$ cat config.mk
export PLATFORM = sky130hd
export DESIGN_NAME = cks_clock_ctrl
export DESIGN_NICKNAME = d
export VERILOG_FILES = /design/src/pkg/cks_pkg.sv /design/src/verilog/cks_clock_ctrl.sv /design/src/verilog/cks_clk_switch.sv
export SDC_FILE = /design/constraint.sdc
export NUM_CORES = 1
export LEC_CHECK = 0
export BUFFER_PORTS_ARGS = -buffer_cell sky130_fd_sc_hd__clkbuf_2
export CAP_MARGIN = 30
export CORE_AREA = 2 2 88 111
export DETAILED_ROUTE_END_ITERATION = 10
export DIE_AREA = 0 0 90 113
export PLACE_DENSITY = 0.83
export REMOVE_ABC_BUFFERS = 1
export SLEW_MARGIN = 0
export SYNTH_ARGS = -nofsm -noshare
export SYNTH_HDL_FRONTEND = slang
export SYNTH_SLANG_ARGS = --single-unit
$ cat constraint.sdc
create_clock -name clk_sys_in -period 2.1 [get_ports clk_sys_in]
set_input_delay 0.21 -clock clk_sys_in [delete_from_list [all_inputs] [get_ports clk_sys_in]]
set_output_delay 0.21 -clock clk_sys_in [all_outputs]
set_load 0.01 [all_outputs]
$ cat src/pkg/cks_pkg.sv
package cks_pkg;
    // Register indices; byte address is four times the index
    localparam logic [6:0] IDX_IRQ_ENABLE_ONE = 7'h00;
    localparam logic [6:0] IDX_IRQ_FLAG_ONE = 7'h02;
    localparam logic [6:0] IDX_CLOCK_CONTROL_THREE = 7'h53;
    localparam logic [6:0] IDX_OSC_TUNING = 7'h56;
    localparam logic [6:0] IDX_CLOCK_CONTROL_ONE = 7'h57;
    localparam logic [6:0] IDX_CLOCK_CONTROL_TWO = 7'h58;
    localparam logic [6:0] IDX_CLOCK_STATUS = 7'h59;
    // Values after power-on reset and after power-up clear
    localparam logic [7:0] RST_CLOCK_CONTROL_ONE = 8'h87;
    localparam logic [3:0] PUC_RANGE_SELECT = 4'h7;
    localparam logic [7:0] PUC_OSC_TUNING = 8'h60;
    localparam logic [7:0] PUC_CLOCK_CONTROL_TWO = 8'h00;
    localparam logic [7:0] PUC_CLOCK_CONTROL_THREE = 8'h05;
    localparam logic [7:0] PUC_IRQ = 8'h00;
    // Field positions
    localparam int STEP_LSB = 5;
    localparam int MOD_MSB = 4;
    localparam int XT2_OFF_BIT = 7;
    localparam int LF_MODE_BIT = 6;
    localparam int AUX_DIV_LSB = 4;
    localparam int RANGE_MSB_BIT = 3;
    localparam int MAIN_SEL_LSB = 6;
    localparam int SUB_SEL_BIT = 3;
    localparam int EXT_RES_BIT = 0;
    // Highest oscillator step; modulation is void there
    localparam logic [2:0] STEP_TOP = 3'h7;
    // Source indices at the clock switches
    localparam logic [1:0] SRC_DCO = 2'h0;
    localparam logic [1:0] SRC_XT2 = 2'h1;
    localparam logic [1:0] SRC_LF = 2'h2;
    // Clock switch states
    typedef enum logic [1:0] {
        SW_RUN = 2'b00,
        SW_FINISH = 2'b01,
        SW_HOLD = 2'b10
    } cks_sw_state_t;
    // Main clock select code to source index
    function automatic logic [1:0] main_src(input logic [1:0] code);
        case (code)
            2'h2: main_src = SRC_XT2;
            2'h3: main_src = SRC_LF;
            default: main_src = SRC_DCO;
        endcase
    endfunction
endpackage

$ cat src/verilog/cks_clock_ctrl.sv
`timescale 1ns/100ps
`default_nettype none
// What this block does
// - Old clock cycle finishes to its rise
// - Output held high until new rises
// - New source starts with full high
// - Step field picks one of eight
// - Modulation count sets higher-step cycles
// - Remaining window cycles use selected step
// - No modulation at step seven
// - Second crystal off only when unused
// - Range select picks sixteen ranges
// - Zero is the lowest range
// - External resistor ignores range top bit
// - Control one resets to 87h
// - Modulation count zero disables modulation
// - Resistor bit picks internal or external
module cks_clock_ctrl (
    input wire logic clk_sys_in,
    input wire logic rst_n_in,
    input wire logic power_up_clear_in,
    input wire logic [8:0] avs_address_in,
    input wire logic avs_read_in,
    input wire logic avs_write_in,
    input wire logic [31:0] avs_writedata_in,
    input wire logic [3:0] avs_byteenable_in,
    output logic [31:0] avs_readdata_out,
    output logic avs_waitrequest_out,
    input wire logic digital_osc_clock_in,
    input wire logic second_crystal_osc_in,
    input wire logic low_freq_crystal_osc_in,
    output logic main_clock_out,
    output logic sub_main_clock_out,
    output logic aux_clock_out,
    output logic [2:0] osc_step_select_out,
    output logic [3:0] range_select_out,
    output logic external_resistor_select_out,
    output logic second_crystal_off_out,
    output logic low_crystal_mode_select_out,
    output logic [7:0] clock_control_three_out
);
    // Software registers
    logic [7:0] osc_tuning_reg; // Step and modulation count
    logic [7:0] clock_control_one_reg; // Crystal off, mode, aux divider, range
    logic [7:0] clock_control_two_reg; // Source selects, resistor bit
    logic [7:0] clock_control_three_reg; // Held for other logic
    logic [7:0] irq_enable_one_reg; // Plain storage
    logic [7:0] irq_flag_one_reg; // Plain storage

    // Bus side
    logic ack_reg; // Bus answer phase
    logic [31:0] rdata_reg; // Registered read data
    logic [6:0] idx; // Word index of the access
    logic wr_lane0; // Write touching the data byte
    logic [7:0] rd_mux; // Read value before the register

    // Clock switches
    logic [2:0] srcs; // Sampled source levels
    logic [1:0] main_sel; // Requested main source
    logic [1:0] sub_sel; // Requested sub-main source
    logic [1:0] main_cur; // Main source in use
    logic [1:0] sub_cur; // Sub-main source in use
    logic main_busy; // Main switch in progress
    logic sub_busy; // Sub-main switch in progress

    // Modulator and divider
    logic dco_prev_reg; // Oscillator level last cycle
    logic lf_prev_reg; // Crystal level last cycle
    logic [4:0] mod_cnt_reg; // Position in the 32-cycle window
    logic [2:0] step_reg; // Step in effect this cycle
    logic [2:0] aux_cnt_reg; // Crystal edge counter
    logic aux_reg; // Divided aux clock

    // Register fields
    logic [2:0] step_field; // Software step
    logic [4:0] mod_field; // Software modulation count
    logic [1:0] aux_div; // Software aux divider code
    logic ext_res; // Resistor select bit

    // Bus decode
    assign idx = avs_address_in[8:2];
    assign wr_lane0 = avs_write_in && avs_byteenable_in[0] && !ack_reg;

    // Field views
    assign step_field = osc_tuning_reg[cks_pkg::STEP_LSB +: 3];
    assign mod_field = osc_tuning_reg[cks_pkg::MOD_MSB:0];
    assign aux_div = clock_control_one_reg[cks_pkg::AUX_DIV_LSB +: 2];
    assign ext_res = clock_control_two_reg[cks_pkg::EXT_RES_BIT];

    // Sources and selects
    assign srcs = {low_freq_crystal_osc_in, second_crystal_osc_in, digital_osc_clock_in};
    assign main_sel = cks_pkg::main_src(clock_control_two_reg[cks_pkg::MAIN_SEL_LSB +: 2]);
    assign sub_sel = clock_control_two_reg[cks_pkg::SUB_SEL_BIT] ? cks_pkg::SRC_XT2 : cks_pkg::SRC_DCO;

    // Bus answers one cycle after a request is seen, then drops wait
    assign avs_waitrequest_out = (avs_read_in || avs_write_in) && !ack_reg;
    assign avs_readdata_out = rdata_reg;

    // Answer phase toggles so each request is taken exactly once
    always_ff @(posedge clk_sys_in) begin
        if (!rst_n_in) begin
            ack_reg <= 1'b0;
        end else begin
            // High on the answer cycle, low again after it
            ack_reg <= (avs_read_in || avs_write_in) && !ack_reg;
        end
    end

    // Read decode; unmapped words read as zero
    always_comb begin
        case (idx)
            cks_pkg::IDX_IRQ_ENABLE_ONE: rd_mux = irq_enable_one_reg;
            cks_pkg::IDX_IRQ_FLAG_ONE: rd_mux = irq_flag_one_reg;
            cks_pkg::IDX_CLOCK_CONTROL_THREE: rd_mux = clock_control_three_reg;
            cks_pkg::IDX_OSC_TUNING: rd_mux = osc_tuning_reg;
            cks_pkg::IDX_CLOCK_CONTROL_ONE: rd_mux = clock_control_one_reg;
            cks_pkg::IDX_CLOCK_CONTROL_TWO: rd_mux = clock_control_two_reg;
            cks_pkg::IDX_CLOCK_STATUS: rd_mux = {sub_busy, main_busy, sub_cur, main_cur, step_reg[1:0]};
            default: rd_mux = 8'h00;
        endcase
    end

    // Read data captured while waitrequest is high
    always_ff @(posedge clk_sys_in) begin
        if (!rst_n_in) begin
            rdata_reg <= 32'h0000_0000;
        end else if (avs_read_in && !ack_reg) begin
            // Taken once per read
            rdata_reg <= {24'h00_0000, rd_mux};
        end
    end

    // Control one: power-on value; power-up clear resets only the range
    always_ff @(posedge clk_sys_in) begin
        if (!rst_n_in) begin
            clock_control_one_reg <= cks_pkg::RST_CLOCK_CONTROL_ONE;
        end else if (power_up_clear_in) begin
            // Other bits survive
            clock_control_one_reg[3:0] <= cks_pkg::PUC_RANGE_SELECT;
        end else if (wr_lane0 && idx == cks_pkg::IDX_CLOCK_CONTROL_ONE) begin
            clock_control_one_reg <= avs_writedata_in[7:0];
        end
    end

    // Registers reset to their PUC values by power-up clear as well as power-on reset
    always_ff @(posedge clk_sys_in) begin
        if (!rst_n_in || power_up_clear_in) begin
            osc_tuning_reg <= cks_pkg::PUC_OSC_TUNING;
            clock_control_two_reg <= cks_pkg::PUC_CLOCK_CONTROL_TWO;
            clock_control_three_reg <= cks_pkg::PUC_CLOCK_CONTROL_THREE;
            irq_enable_one_reg <= cks_pkg::PUC_IRQ;
            irq_flag_one_reg <= cks_pkg::PUC_IRQ;
        end else if (wr_lane0) begin
            case (idx)
                cks_pkg::IDX_OSC_TUNING: osc_tuning_reg <= avs_writedata_in[7:0];
                cks_pkg::IDX_CLOCK_CONTROL_TWO: clock_control_two_reg <= avs_writedata_in[7:0];
                cks_pkg::IDX_CLOCK_CONTROL_THREE: clock_control_three_reg <= avs_writedata_in[7:0];
                cks_pkg::IDX_IRQ_ENABLE_ONE: irq_enable_one_reg <= avs_writedata_in[7:0];
                cks_pkg::IDX_IRQ_FLAG_ONE: irq_flag_one_reg <= avs_writedata_in[7:0];
                default: ;
            endcase
        end
    end

    // Edge history of the oscillator and the crystal
    always_ff @(posedge clk_sys_in) begin
        if (!rst_n_in) begin
            dco_prev_reg <= 1'b0;
            lf_prev_reg <= 1'b0;
        end else begin
            dco_prev_reg <= digital_osc_clock_in;
            lf_prev_reg <= low_freq_crystal_osc_in;
        end
    end

    // Modulator: first mod_field cycles of each 32 use the next step.
    // Changing the fields mid-window takes effect at once; the window
    // position is not restarted, which keeps the error bounded anyway.
    always_ff @(posedge clk_sys_in) begin
        if (!rst_n_in) begin
            mod_cnt_reg <= 5'h00;
            step_reg <= cks_pkg::PUC_OSC_TUNING[cks_pkg::STEP_LSB +: 3];
        end else if (digital_osc_clock_in && !dco_prev_reg) begin
            mod_cnt_reg <= mod_cnt_reg + 5'h01; // Wraps every 32 cycles
            // Early window cycles step up
            if (step_field != cks_pkg::STEP_TOP && mod_cnt_reg < mod_field) begin
                step_reg <= step_field + 3'h1;
            end else begin
                step_reg <= step_field; // 32 minus count, or no modulation
            end
        end
    end

    // Aux divider on the low-frequency crystal clock
    always_ff @(posedge clk_sys_in) begin
        if (!rst_n_in) begin
            aux_cnt_reg <= 3'h0;
            aux_reg <= 1'b0;
        end else begin
            // Count crystal rises
            if (low_freq_crystal_osc_in && !lf_prev_reg) begin
                aux_cnt_reg <= aux_cnt_reg + 3'h1;
            end
            if (aux_div == 2'h0) begin
                aux_reg <= low_freq_crystal_osc_in;
            end else begin
                aux_reg <= aux_cnt_reg[aux_div - 2'h1]; // Bit n toggles every 2^n edges
            end
        end
    end

    // Main clock switch
    cks_clk_switch u_main_switch (
        .clk_sys_in(clk_sys_in),
        .rst_n_in(rst_n_in),
        .src_in(srcs),
        .sel_in(main_sel),
        .clk_out(main_clock_out),
        .cur_sel_out(main_cur),
        .busy_out(main_busy)
    );

    // Sub-main clock switch
    cks_clk_switch u_sub_switch (
        .clk_sys_in(clk_sys_in),
        .rst_n_in(rst_n_in),
        .src_in(srcs),
        .sel_in(sub_sel),
        .clk_out(sub_main_clock_out),
        .cur_sel_out(sub_cur),
        .busy_out(sub_busy)
    );

    // Oscillator controls; the crystal stays on while anything uses it
    always_ff @(posedge clk_sys_in) begin
        if (!rst_n_in) begin
            second_crystal_off_out <= 1'b0;
            range_select_out <= 4'h0;
            external_resistor_select_out <= 1'b0;
            low_crystal_mode_select_out <= 1'b0;
            osc_step_select_out <= 3'h0;
            aux_clock_out <= 1'b0;
            clock_control_three_out <= 8'h00;
        end else begin
            // Pending selects keep it on
            second_crystal_off_out <= clock_control_one_reg[cks_pkg::XT2_OFF_BIT]
                && main_cur != cks_pkg::SRC_XT2 && main_sel != cks_pkg::SRC_XT2
                && sub_cur != cks_pkg::SRC_XT2 && sub_sel != cks_pkg::SRC_XT2;
            // Top range bit dropped under the external resistor
            range_select_out <= {clock_control_one_reg[cks_pkg::RANGE_MSB_BIT] && !ext_res,
                                 clock_control_one_reg[2:0]};
            external_resistor_select_out <= ext_res;
            low_crystal_mode_select_out <= clock_control_one_reg[cks_pkg::LF_MODE_BIT];
            osc_step_select_out <= step_reg;
            aux_clock_out <= aux_reg;
            clock_control_three_out <= clock_control_three_reg;
        end
    end

    // Control one power-on value
    property p_por_value;
        @(posedge clk_sys_in) !rst_n_in |=> clock_control_one_reg == cks_pkg::RST_CLOCK_CONTROL_ONE;
    endproperty
    a_por_value: assert property (p_por_value) else $error("control one reset value wrong");

    // No step above the top
    property p_step_top;
        @(posedge clk_sys_in) disable iff (!rst_n_in)
        (step_field == cks_pkg::STEP_TOP && digital_osc_clock_in && !dco_prev_reg)
        |=> step_reg == cks_pkg::STEP_TOP;
    endproperty
    a_step_top: assert property (p_step_top) else $error("modulation active at top step");

    // Count zero: no step up
    property p_mod_zero;
        @(posedge clk_sys_in) disable iff (!rst_n_in)
        (mod_field == 5'h00 && digital_osc_clock_in && !dco_prev_reg)
        |=> step_reg == $past(step_field);
    endproperty
    a_mod_zero: assert property (p_mod_zero) else $error("modulation with zero count");

    // Claimed cycles step up
    property p_mod_high;
        @(posedge clk_sys_in) disable iff (!rst_n_in)
        (step_field < 3'h7 && mod_cnt_reg < mod_field && digital_osc_clock_in && !dco_prev_reg)
        |=> step_reg == $past(step_field) + 3'h1;
    endproperty
    a_mod_high: assert property (p_mod_high) else $error("higher step not used");

    // Rest keep the step
    property p_mod_low;
        @(posedge clk_sys_in) disable iff (!rst_n_in)
        (mod_cnt_reg >= mod_field && digital_osc_clock_in && !dco_prev_reg)
        |=> step_reg == $past(step_field);
    endproperty
    a_mod_low: assert property (p_mod_low) else $error("selected step not used");

    // Used crystal stays on
    property p_xt2_in_use;
        @(posedge clk_sys_in) disable iff (!rst_n_in)
        (main_cur == cks_pkg::SRC_XT2 || sub_cur == cks_pkg::SRC_XT2)
        |=> !second_crystal_off_out;
    endproperty
    a_xt2_in_use: assert property (p_xt2_in_use) else $error("crystal stopped while in use");

    // Top range bit dropped
    property p_range_msb;
        @(posedge clk_sys_in) disable iff (!rst_n_in)
        ext_res |=> !range_select_out[3];
    endproperty
    a_range_msb: assert property (p_range_msb) else $error("range top bit not ignored");

    // Range passes through
    property p_range_pass;
        @(posedge clk_sys_in) disable iff (!rst_n_in)
        rst_n_in && !ext_res
        |=> range_select_out == $past(clock_control_one_reg[3:0]);
    endproperty
    a_range_pass: assert property (p_range_pass) else $error("range select not passed");

    // Divide by one
    property p_aux_div1;
        @(posedge clk_sys_in) disable iff (!rst_n_in)
        rst_n_in && aux_div == 2'h0
        |=> ##1 aux_clock_out == $past(low_freq_crystal_osc_in, 2);
    endproperty
    a_aux_div1: assert property (p_aux_div1) else $error("aux divide by one wrong");

    // Mode bit passes through
    property p_lf_mode;
        @(posedge clk_sys_in) disable iff (!rst_n_in)
        rst_n_in |=> low_crystal_mode_select_out == $past(clock_control_one_reg[6]);
    endproperty
    a_lf_mode: assert property (p_lf_mode) else $error("crystal mode not followed");

    // Main scenarios
    c_main_busy: cover property (@(posedge clk_sys_in) disable iff (!rst_n_in) $fell(main_busy));
    c_sub_xt2: cover property (@(posedge clk_sys_in) disable iff (!rst_n_in) sub_cur == cks_pkg::SRC_XT2);
    c_mod_step: cover property (@(posedge clk_sys_in) disable iff (!rst_n_in) step_reg != step_field);
    c_write: cover property (@(posedge clk_sys_in) disable iff (!rst_n_in) avs_write_in && !avs_waitrequest_out);
endmodule
`default_nettype wire

$ cat src/verilog/cks_clk_switch.sv
`timescale 1ns/100ps
`default_nettype none
// Glitch-free switch among three sampled clock sources
module cks_clk_switch (
    input wire logic clk_sys_in,
    input wire logic rst_n_in,
    input wire logic [2:0] src_in,
    input wire logic [1:0] sel_in,
    output logic clk_out,
    output logic [1:0] cur_sel_out,
    output logic busy_out
);
    cks_pkg::cks_sw_state_t state_reg; // Switch sequence state
    logic [2:0] prev_reg; // Source levels one cycle ago
    logic [1:0] cur_reg; // Source now driving the output
    logic [1:0] new_reg; // Source being switched to
    logic clk_reg; // Output clock level
    logic [2:0] rise; // Rising edge of each source

    assign rise = src_in & ~prev_reg;
    assign clk_out = clk_reg;
    assign cur_sel_out = cur_reg;
    assign busy_out = (state_reg != cks_pkg::SW_RUN);

    // Edge history
    always_ff @(posedge clk_sys_in) begin
        if (!rst_n_in) begin
            prev_reg <= 3'h0;
        end else begin
            prev_reg <= src_in;
        end
    end

    // Switch sequence; a new request is only looked at in run state
    always_ff @(posedge clk_sys_in) begin
        if (!rst_n_in) begin
            state_reg <= cks_pkg::SW_RUN;
            cur_reg <= cks_pkg::SRC_DCO;
            new_reg <= cks_pkg::SRC_DCO;
            clk_reg <= 1'b0;
        end else begin
            case (state_reg)
                cks_pkg::SW_RUN: begin
                    clk_reg <= src_in[cur_reg];
                    if (sel_in != cur_reg) begin
                        new_reg <= sel_in;
                        state_reg <= cks_pkg::SW_FINISH;
                    end
                end
                cks_pkg::SW_FINISH: begin
                    // Old cycle runs to the old source's next rise
                    clk_reg <= src_in[cur_reg];
                    if (rise[cur_reg]) begin
                        state_reg <= cks_pkg::SW_HOLD;
                    end
                end
                cks_pkg::SW_HOLD: begin
                    // Held high until the new source rises
                    clk_reg <= 1'b1;
                    if (rise[new_reg]) begin
                        // New source takes over on its high phase
                        cur_reg <= new_reg;
                        state_reg <= cks_pkg::SW_RUN;
                    end
                end
                default: begin
                    state_reg <= cks_pkg::SW_RUN;
                end
            endcase
        end
    end

    property p_finish_rise;
        @(posedge clk_sys_in) disable iff (!rst_n_in)
        (state_reg == cks_pkg::SW_FINISH && rise[cur_reg]) |=> (state_reg == cks_pkg::SW_HOLD) && clk_reg;
    endproperty
    a_finish_rise: assert property (p_finish_rise) else $error("old source rise did not enter hold");

    property p_hold_high;
        @(posedge clk_sys_in) disable iff (!rst_n_in)
        (state_reg == cks_pkg::SW_HOLD) |=> clk_reg;
    endproperty
    a_hold_high: assert property (p_hold_high) else $error("output fell during hold");

    property p_new_source;
        @(posedge clk_sys_in) disable iff (!rst_n_in)
        (state_reg == cks_pkg::SW_HOLD && rise[new_reg]) |=> (cur_reg == $past(new_reg)) ##1 (clk_reg == $past(src_in[cur_reg]));
    endproperty
    a_new_source: assert property (p_new_source) else $error("new source not routed");

    c_switch_done: cover property (@(posedge clk_sys_in) disable iff (!rst_n_in)
        state_reg == cks_pkg::SW_HOLD ##1 state_reg == cks_pkg::SW_RUN);
endmodule
`default_nettype wire

### Word-level counts from Yosys, hierarchy flattened

Index checks and enable logic that the tools add are counted.

* multiplexer cells: 29
* equal/unequal tests: 25
* reductions and logical operators: 43
* add/subtract/negate cells: 4
* bitwise logic cells: 4
* order comparisons: 6

Operators by type and width (number)
* $pmux 8 s7: 1
* $eq 7x7->1 const B: 5
* $reduce_and 2->1: 10
* $ne 2x1->1 const B: 9
* $lt 2x3->1 const B: 5
* $bmux 1 s2: 7
* $logic_and 1x1->1: 13
* $mux 2: 6
* $pmux 2 s3: 2
* $mux 1: 9
* $eq 2x2->1 const B: 4
* $reduce_bool 2->1: 4
* $eq 7x2->1 const B: 1
* $logic_not 7->1: 1
* $add 3x1->3 const B: 2
* $logic_not 2->1: 3
* $reduce_and 3->1: 2
* $reduce_or 2->1: 3
* $add 5x1->5 const B: 1
* $logic_not 1->1: 5
* $lt 5x5->1: 1
* $eq 2x1->1 const B: 2
* $pmux 1 s2: 2
* $pmux 2 s2: 1
* 10 further kinds: 12

* input port bits: 53
* register bits after elaboration: 107

### Depth between registers and ports, before layout

* depth after elaboration: 6
* mapped depth: 7
* mapped depth without buffers: 6

### Hierarchy

Synthesis repeated with hierarchy kept, for this count alone.

* cell total of the unflattened synthesis: 541
* area, all modules: 5058.6 µm²

Modules (own cells, without submodules)
* cks_clock_ctrl: cells each 435, area each 4060.1 µm², times used 1
* cks_clk_switch: cells each 53, area each 499.2 µm², times used 2

### Worst setup path before layout

OpenSTA, ideal clock, no wires.

* path kind: input port to flip-flop
* start: in avs_address_in[5]
* end: reg irq_flag_one_reg[0]
* arrival: 1.612 ns
* stages: 6
* setup time: 0.128 ns
* path slack: 0.360 ns
* cells stage by stage: or4_1 buf_2 or4_4 buf_6 mux2i_1 nor2_1

* word-level cells in the longest chain between the ends: 2

RTL lines
* from (decl): line cks_clock_ctrl.sv:22 `input wire logic [8:0] avs_address_in,`
* $eq 7x2->1: line cks_clock_ctrl.sv:154 `case (idx)`
* $reduce_and 2->1 (no line)
* to (signal assigned): line cks_clock_ctrl.sv:152 `irq_flag_one_reg <= cks_pkg::PUC_IRQ;`
* to (signal assigned): line cks_clock_ctrl.sv:159 `cks_pkg::IDX_IRQ_FLAG_ONE: irq_flag_one_reg <= avs_writedata_in[7:0];`
* to (decl): line cks_clock_ctrl.sv:48 `logic [7:0] irq_flag_one_reg;`

Every way passes these cells.
A chain may end at the register's enable or synchronous reset.

### Worst setup path in the final report

* start: in avs_address_in[5]
* end: reg rdata_reg[5] (netlist: avs_readdata_out[5])

* word-level cells in the longest chain between the ends: 2
* elaborated cells on any way between the ends: 8

RTL lines
* $eq 7x7->1, or another cell as far along: line cks_clock_ctrl.sv:111 `case (idx)`
* $pmux 8 s7 (*): line cks_clock_ctrl.sv:111
* to (signal assigned): line cks_clock_ctrl.sv:129 `rdata_reg <= {24'h00_0000, rd_mux};`
* to (decl): line cks_clock_ctrl.sv:52 `logic [31:0] rdata_reg;`

Every way passes the cells marked *; elsewhere a longest branch is shown, timed or not.

==> results.py <==
metrics = {
    "floorplanning": {
        "boundaryPins": 107,
        "die_height_um": 113,
        "core_um2": 9080,
        "dieArea_um2": 10200,
        "initial_utilization_pct": 53.3,
        "fp-row-count": 39,
        "die_width_um": 90,
    },
    "power_and_ir_drop": {
        "cellPowerDensity_nw_per_um2": 753,
        "total_leakage_power_uw": 0.00232,
        "vdd_drop_max_mv": 0.502,
    },
    "finish": {
        "multiInputGateArea_um2": 2500,
        "layout.cells.non_filler": 709,
        "drive_above_1_share_pct": 16.0,
        "fin_nets": 643,
        "antenna_cells": 0,
        "area_growth_pct": 13.5,
        "final_area_um2": 5490,
        "nFillCells": 795,
        "seq_area_um2": 2060,
    },
    "sta": {
        "skew_ns": 0.00667,
        "rsz0062_at_grt": "no",
        "slew-limit-headroom_pct": 47.8,
        "finalMaxSlewViolations": 0,
        "min_period_ns": 1.67,
        "min_period_over_period_pct": 79.5,
        "clock.fmax_ghz": 0.599,
        "worstMarginPinSlew_ns": 0.776,
        "fin_ws_ns": 0.430,
        "hold_viol": 0,
        "setup_viol": 0,
    },
    "clock_tree": {
        "cts_hold_buf": 0,
        "insertion_delay_ns": 0.35,
        "clk_path_buf_depth": 2,
        "cts-root-buf": "clkbuf_16",
        "cts_max_level": 3,
        "cts_tree": "done",
        "cts.sink_count": 103,
        "numCtsBuffers": 9,
        "cts_resized": 0,
        "clkSlewWorstSetupHoldPaths_ns": 0.07,
        "post-cts-setup-buffers": 0,
    },
    "setup_path": {
        "worstSetupPathType": "in2reg",
        "cp.arrival_ns": 1.94,
        "startpoint_type": "primary input",
        "required_ns": 2.37,
        "worstPathMaxFanout": 7,
        "crit_buf_inv": 2,
        "crit_chain": "clkbuf_2 -> or4_1 -> buf_4 -> nor2_1 -> o311ai_2 -> a22oi_1",
        "critPathCaptureType": "flip-flop",
        "max_stage_delay_ns": 0.59,
        "cpMaxStageDelayCell": "or4_1",
        "critPathTopFamily": "simple AND/OR/NAND/NOR gates",
    },
    "detailed_routing": {
        "antenna_left": 0,
        "vias": 4025,
        "drt_iter0_drc": 280,
        "drt_wl_total_um": 11600,
        "viasPerCell": 5.68,
        "drc": 0,
        "drtPass1Iterations": 5,
        "wl_per_cell_um": 16.4,
    },
    "synthesis": {
        "ys_ff_latch": 103,
        "synth_area_um2": 4830,
        "synth_edf_count": 0,
        "syn_area_per_cell_um2": 9.09,
        "yosys.cell_types.count": 58,
        "synth_seq_area_share_pct": 42.7,
        "yosys_warnings": 0,
        "netlist_instances": 532,
        "async_reset_ff_share_pct": 0,
        "synth_ff_type": "dfxtp_1",
    },
    "grt": {
        "grt_pass1_vias": 3955,
        "grt_pass1_wl_um": 19000,
        "grt_use_total_pct": 23.4,
        "gr-total-overflow": 0,
        "grt_max_degree": 34,
        "antenna_found_initial": 0,
    },
    "placed_design": {
        "placed_cells": 693,
        "hpwl_um": 8370,
        "place_ws_ns": 0.161,
        "place_area_um2": 5150,
        "numPortBuffers": 53,
        "globalplace.congestion": 0.913,
    },
    "hold_path": {
        "hold_class": "in2reg",
    },
    "outcome": {
        "outcome": "finished, final reports clean",
    },
    "job": {
        "cap_violations": 0,
    },
}
[metal layers]
metal	share of wire [%]	up-vias	global-route usage, %
li1	-	1925	-
met2	50	177	41.6
met1	40	1889	27.4
met5	0	-	0
met4	3.9	0	12.2
met3	5.9	34	3.26
[worst register-to-register path, delay by kind of cell (launching register included)]
family	cells	cell delay (ns)
adder cells (fa/ha/maj)	2	0.42
AO/OA/AOI/OAI	3	0.79
flip-flops	1	0.38
[area by class of cell]
class / instances / area share [%]
multi-input cells: 384 / 45.6
flip-flops and latches: 103 / 37.6
repair buffers: 69 / 7.03
clock buffers: 12 / 4.68
well taps: 123 / 2.81
clock inverters: 4 / 1.39
inverters: 14 / 0.958
[path summary, 6_finish.rpt]
kind,depth (start not counted),start,slack (ns),to
worst max-delay path,6,avs_address_in[5],0.43,avs_readdata_out[5]$_SDFFE_PN0P_
worst min-delay path,2,second_crystal_osc_in,0.12,u_main_switch.prev_reg[1]$_SDFF_PN0_
worst max register to register,5,osc_tuning_reg[5]$_SDFFE_PP1P_,0.43,step_reg[1]$_SDFFE_PN1P_
worst min register to register,1,aux_reg$_SDFF_PN0_,0.44,aux_clock_out$_SDFF_PN0_
[report_power, final]
group | internal [µW] | switching [µW]
Clock | 1110 | 735
Sequential | 1980 | 16.8
Combinational | 96.2 | 190
[layout by cell type, fill, tap and decap left out, types with 2 or more instances in the layout]
cell type | netlist | final
or4_4 | 2 | 2
nor2_1 | 57 | 57
or3_1 | 2 | 2
clkbuf_2 | 0 | 53
nand2b_1 | 11 | 11
and3_1 | 4 | 4
xnor2_1 | 2 | 2
ha_1 | 9 | 9
nand2_1 | 39 | 39
nor4_1 | 7 | 7
a221oi_1 | 12 | 12
o21ai_0 | 9 | 9
buf_4 | 24 | 16
nor2b_1 | 11 | 11
mux2_1 | 8 | 8
nor3b_1 | 2 | 2
nand4_1 | 7 | 7
and2_1 | 20 | 20
nand3b_1 | 4 | 4
a22oi_1 | 8 | 8
o31ai_1 | 3 | 3
xor2_1 | 5 | 5
or2_2 | 2 | 2
clkbuf_16 | 0 | 9
mux2i_1 | 56 | 56
nand3_1 | 11 | 11
inv_1 | 13 | 13
clkbuf_8 | 0 | 2
dfxtp_1 | 103 | 103
mux2_2 | 2 | 2
conb_1 | 1 | 24
bufinv_16 | 0 | 2
a21oi_1 | 19 | 19
and3b_1 | 2 | 2
a211oi_1 | 6 | 6
o22ai_1 | 2 | 2
o21ai_1 | 3 | 3
nor3_1 | 15 | 15
[cell usage after synthesis, types with 3 or more instances]
master	instances	area (µm²)
ha_1	9	113
buf_2	4	20.0
nand2b_1	11	68.8
and3_1	4	25.0
a221oi_1	12	105
nand4_1	7	43.8
nand2_1	39	146
buf_1	3	11.3
o31ai_1	3	22.5
o21ai_1	3	15.0
nor3_1	15	75.1
clkbuf_1	21	78.8
dfxtp_1	103	2060
nor2_1	57	214
and2_1	20	125
xor2_1	5	43.8
o21ai_0	9	45.0
nand3b_1	4	30.0
inv_1	13	48.8
nor4_1	7	43.8
mux2i_1	56	561
a22oi_1	8	60.1
buf_4	24	180
nor2b_1	11	68.8
mux2_1	8	90.1
a211oi_1	6	45.0
nand3_1	11	55.1
a21oi_1	19	95.1
[metrics by stage]
| step | power (µW) | hold WS, ns | setup TNS [ns] | util, % |
|---|---|---|---|---|
| 2_1_floorplan | 2180 | 0.272 | -2.71 | - |
| 3_3_place_gp | 2310 | 0.422 | 0 | 56.8 |
| 3_5_place_dp | 2320 | 0.427 | 0 | 56.8 |
| 4_1_cts | 4130 | 0.115 | 0 | 60.4 |
| 5_1_grt | 4240 | 0.122 | 0 | 60.4 |
| 6_report | 4130 | 0.116 | 0 | 60.4 |
[kinds of logic after synthesis]
kind of cell,count (synthesis),share of synthesized area (%)
other,1,0.0776
AO/OA/AOI/OAI,74,10.6
flip-flops,103,42.7
multiplexers,66,13.9
AND/OR/NAND/NOR,204,21.6
XOR/XNOR,7,1.27
adder cells (fa/ha/maj),9,2.33
buffers and inverters,68,7.56
Power figures use the tool's default switching activity.
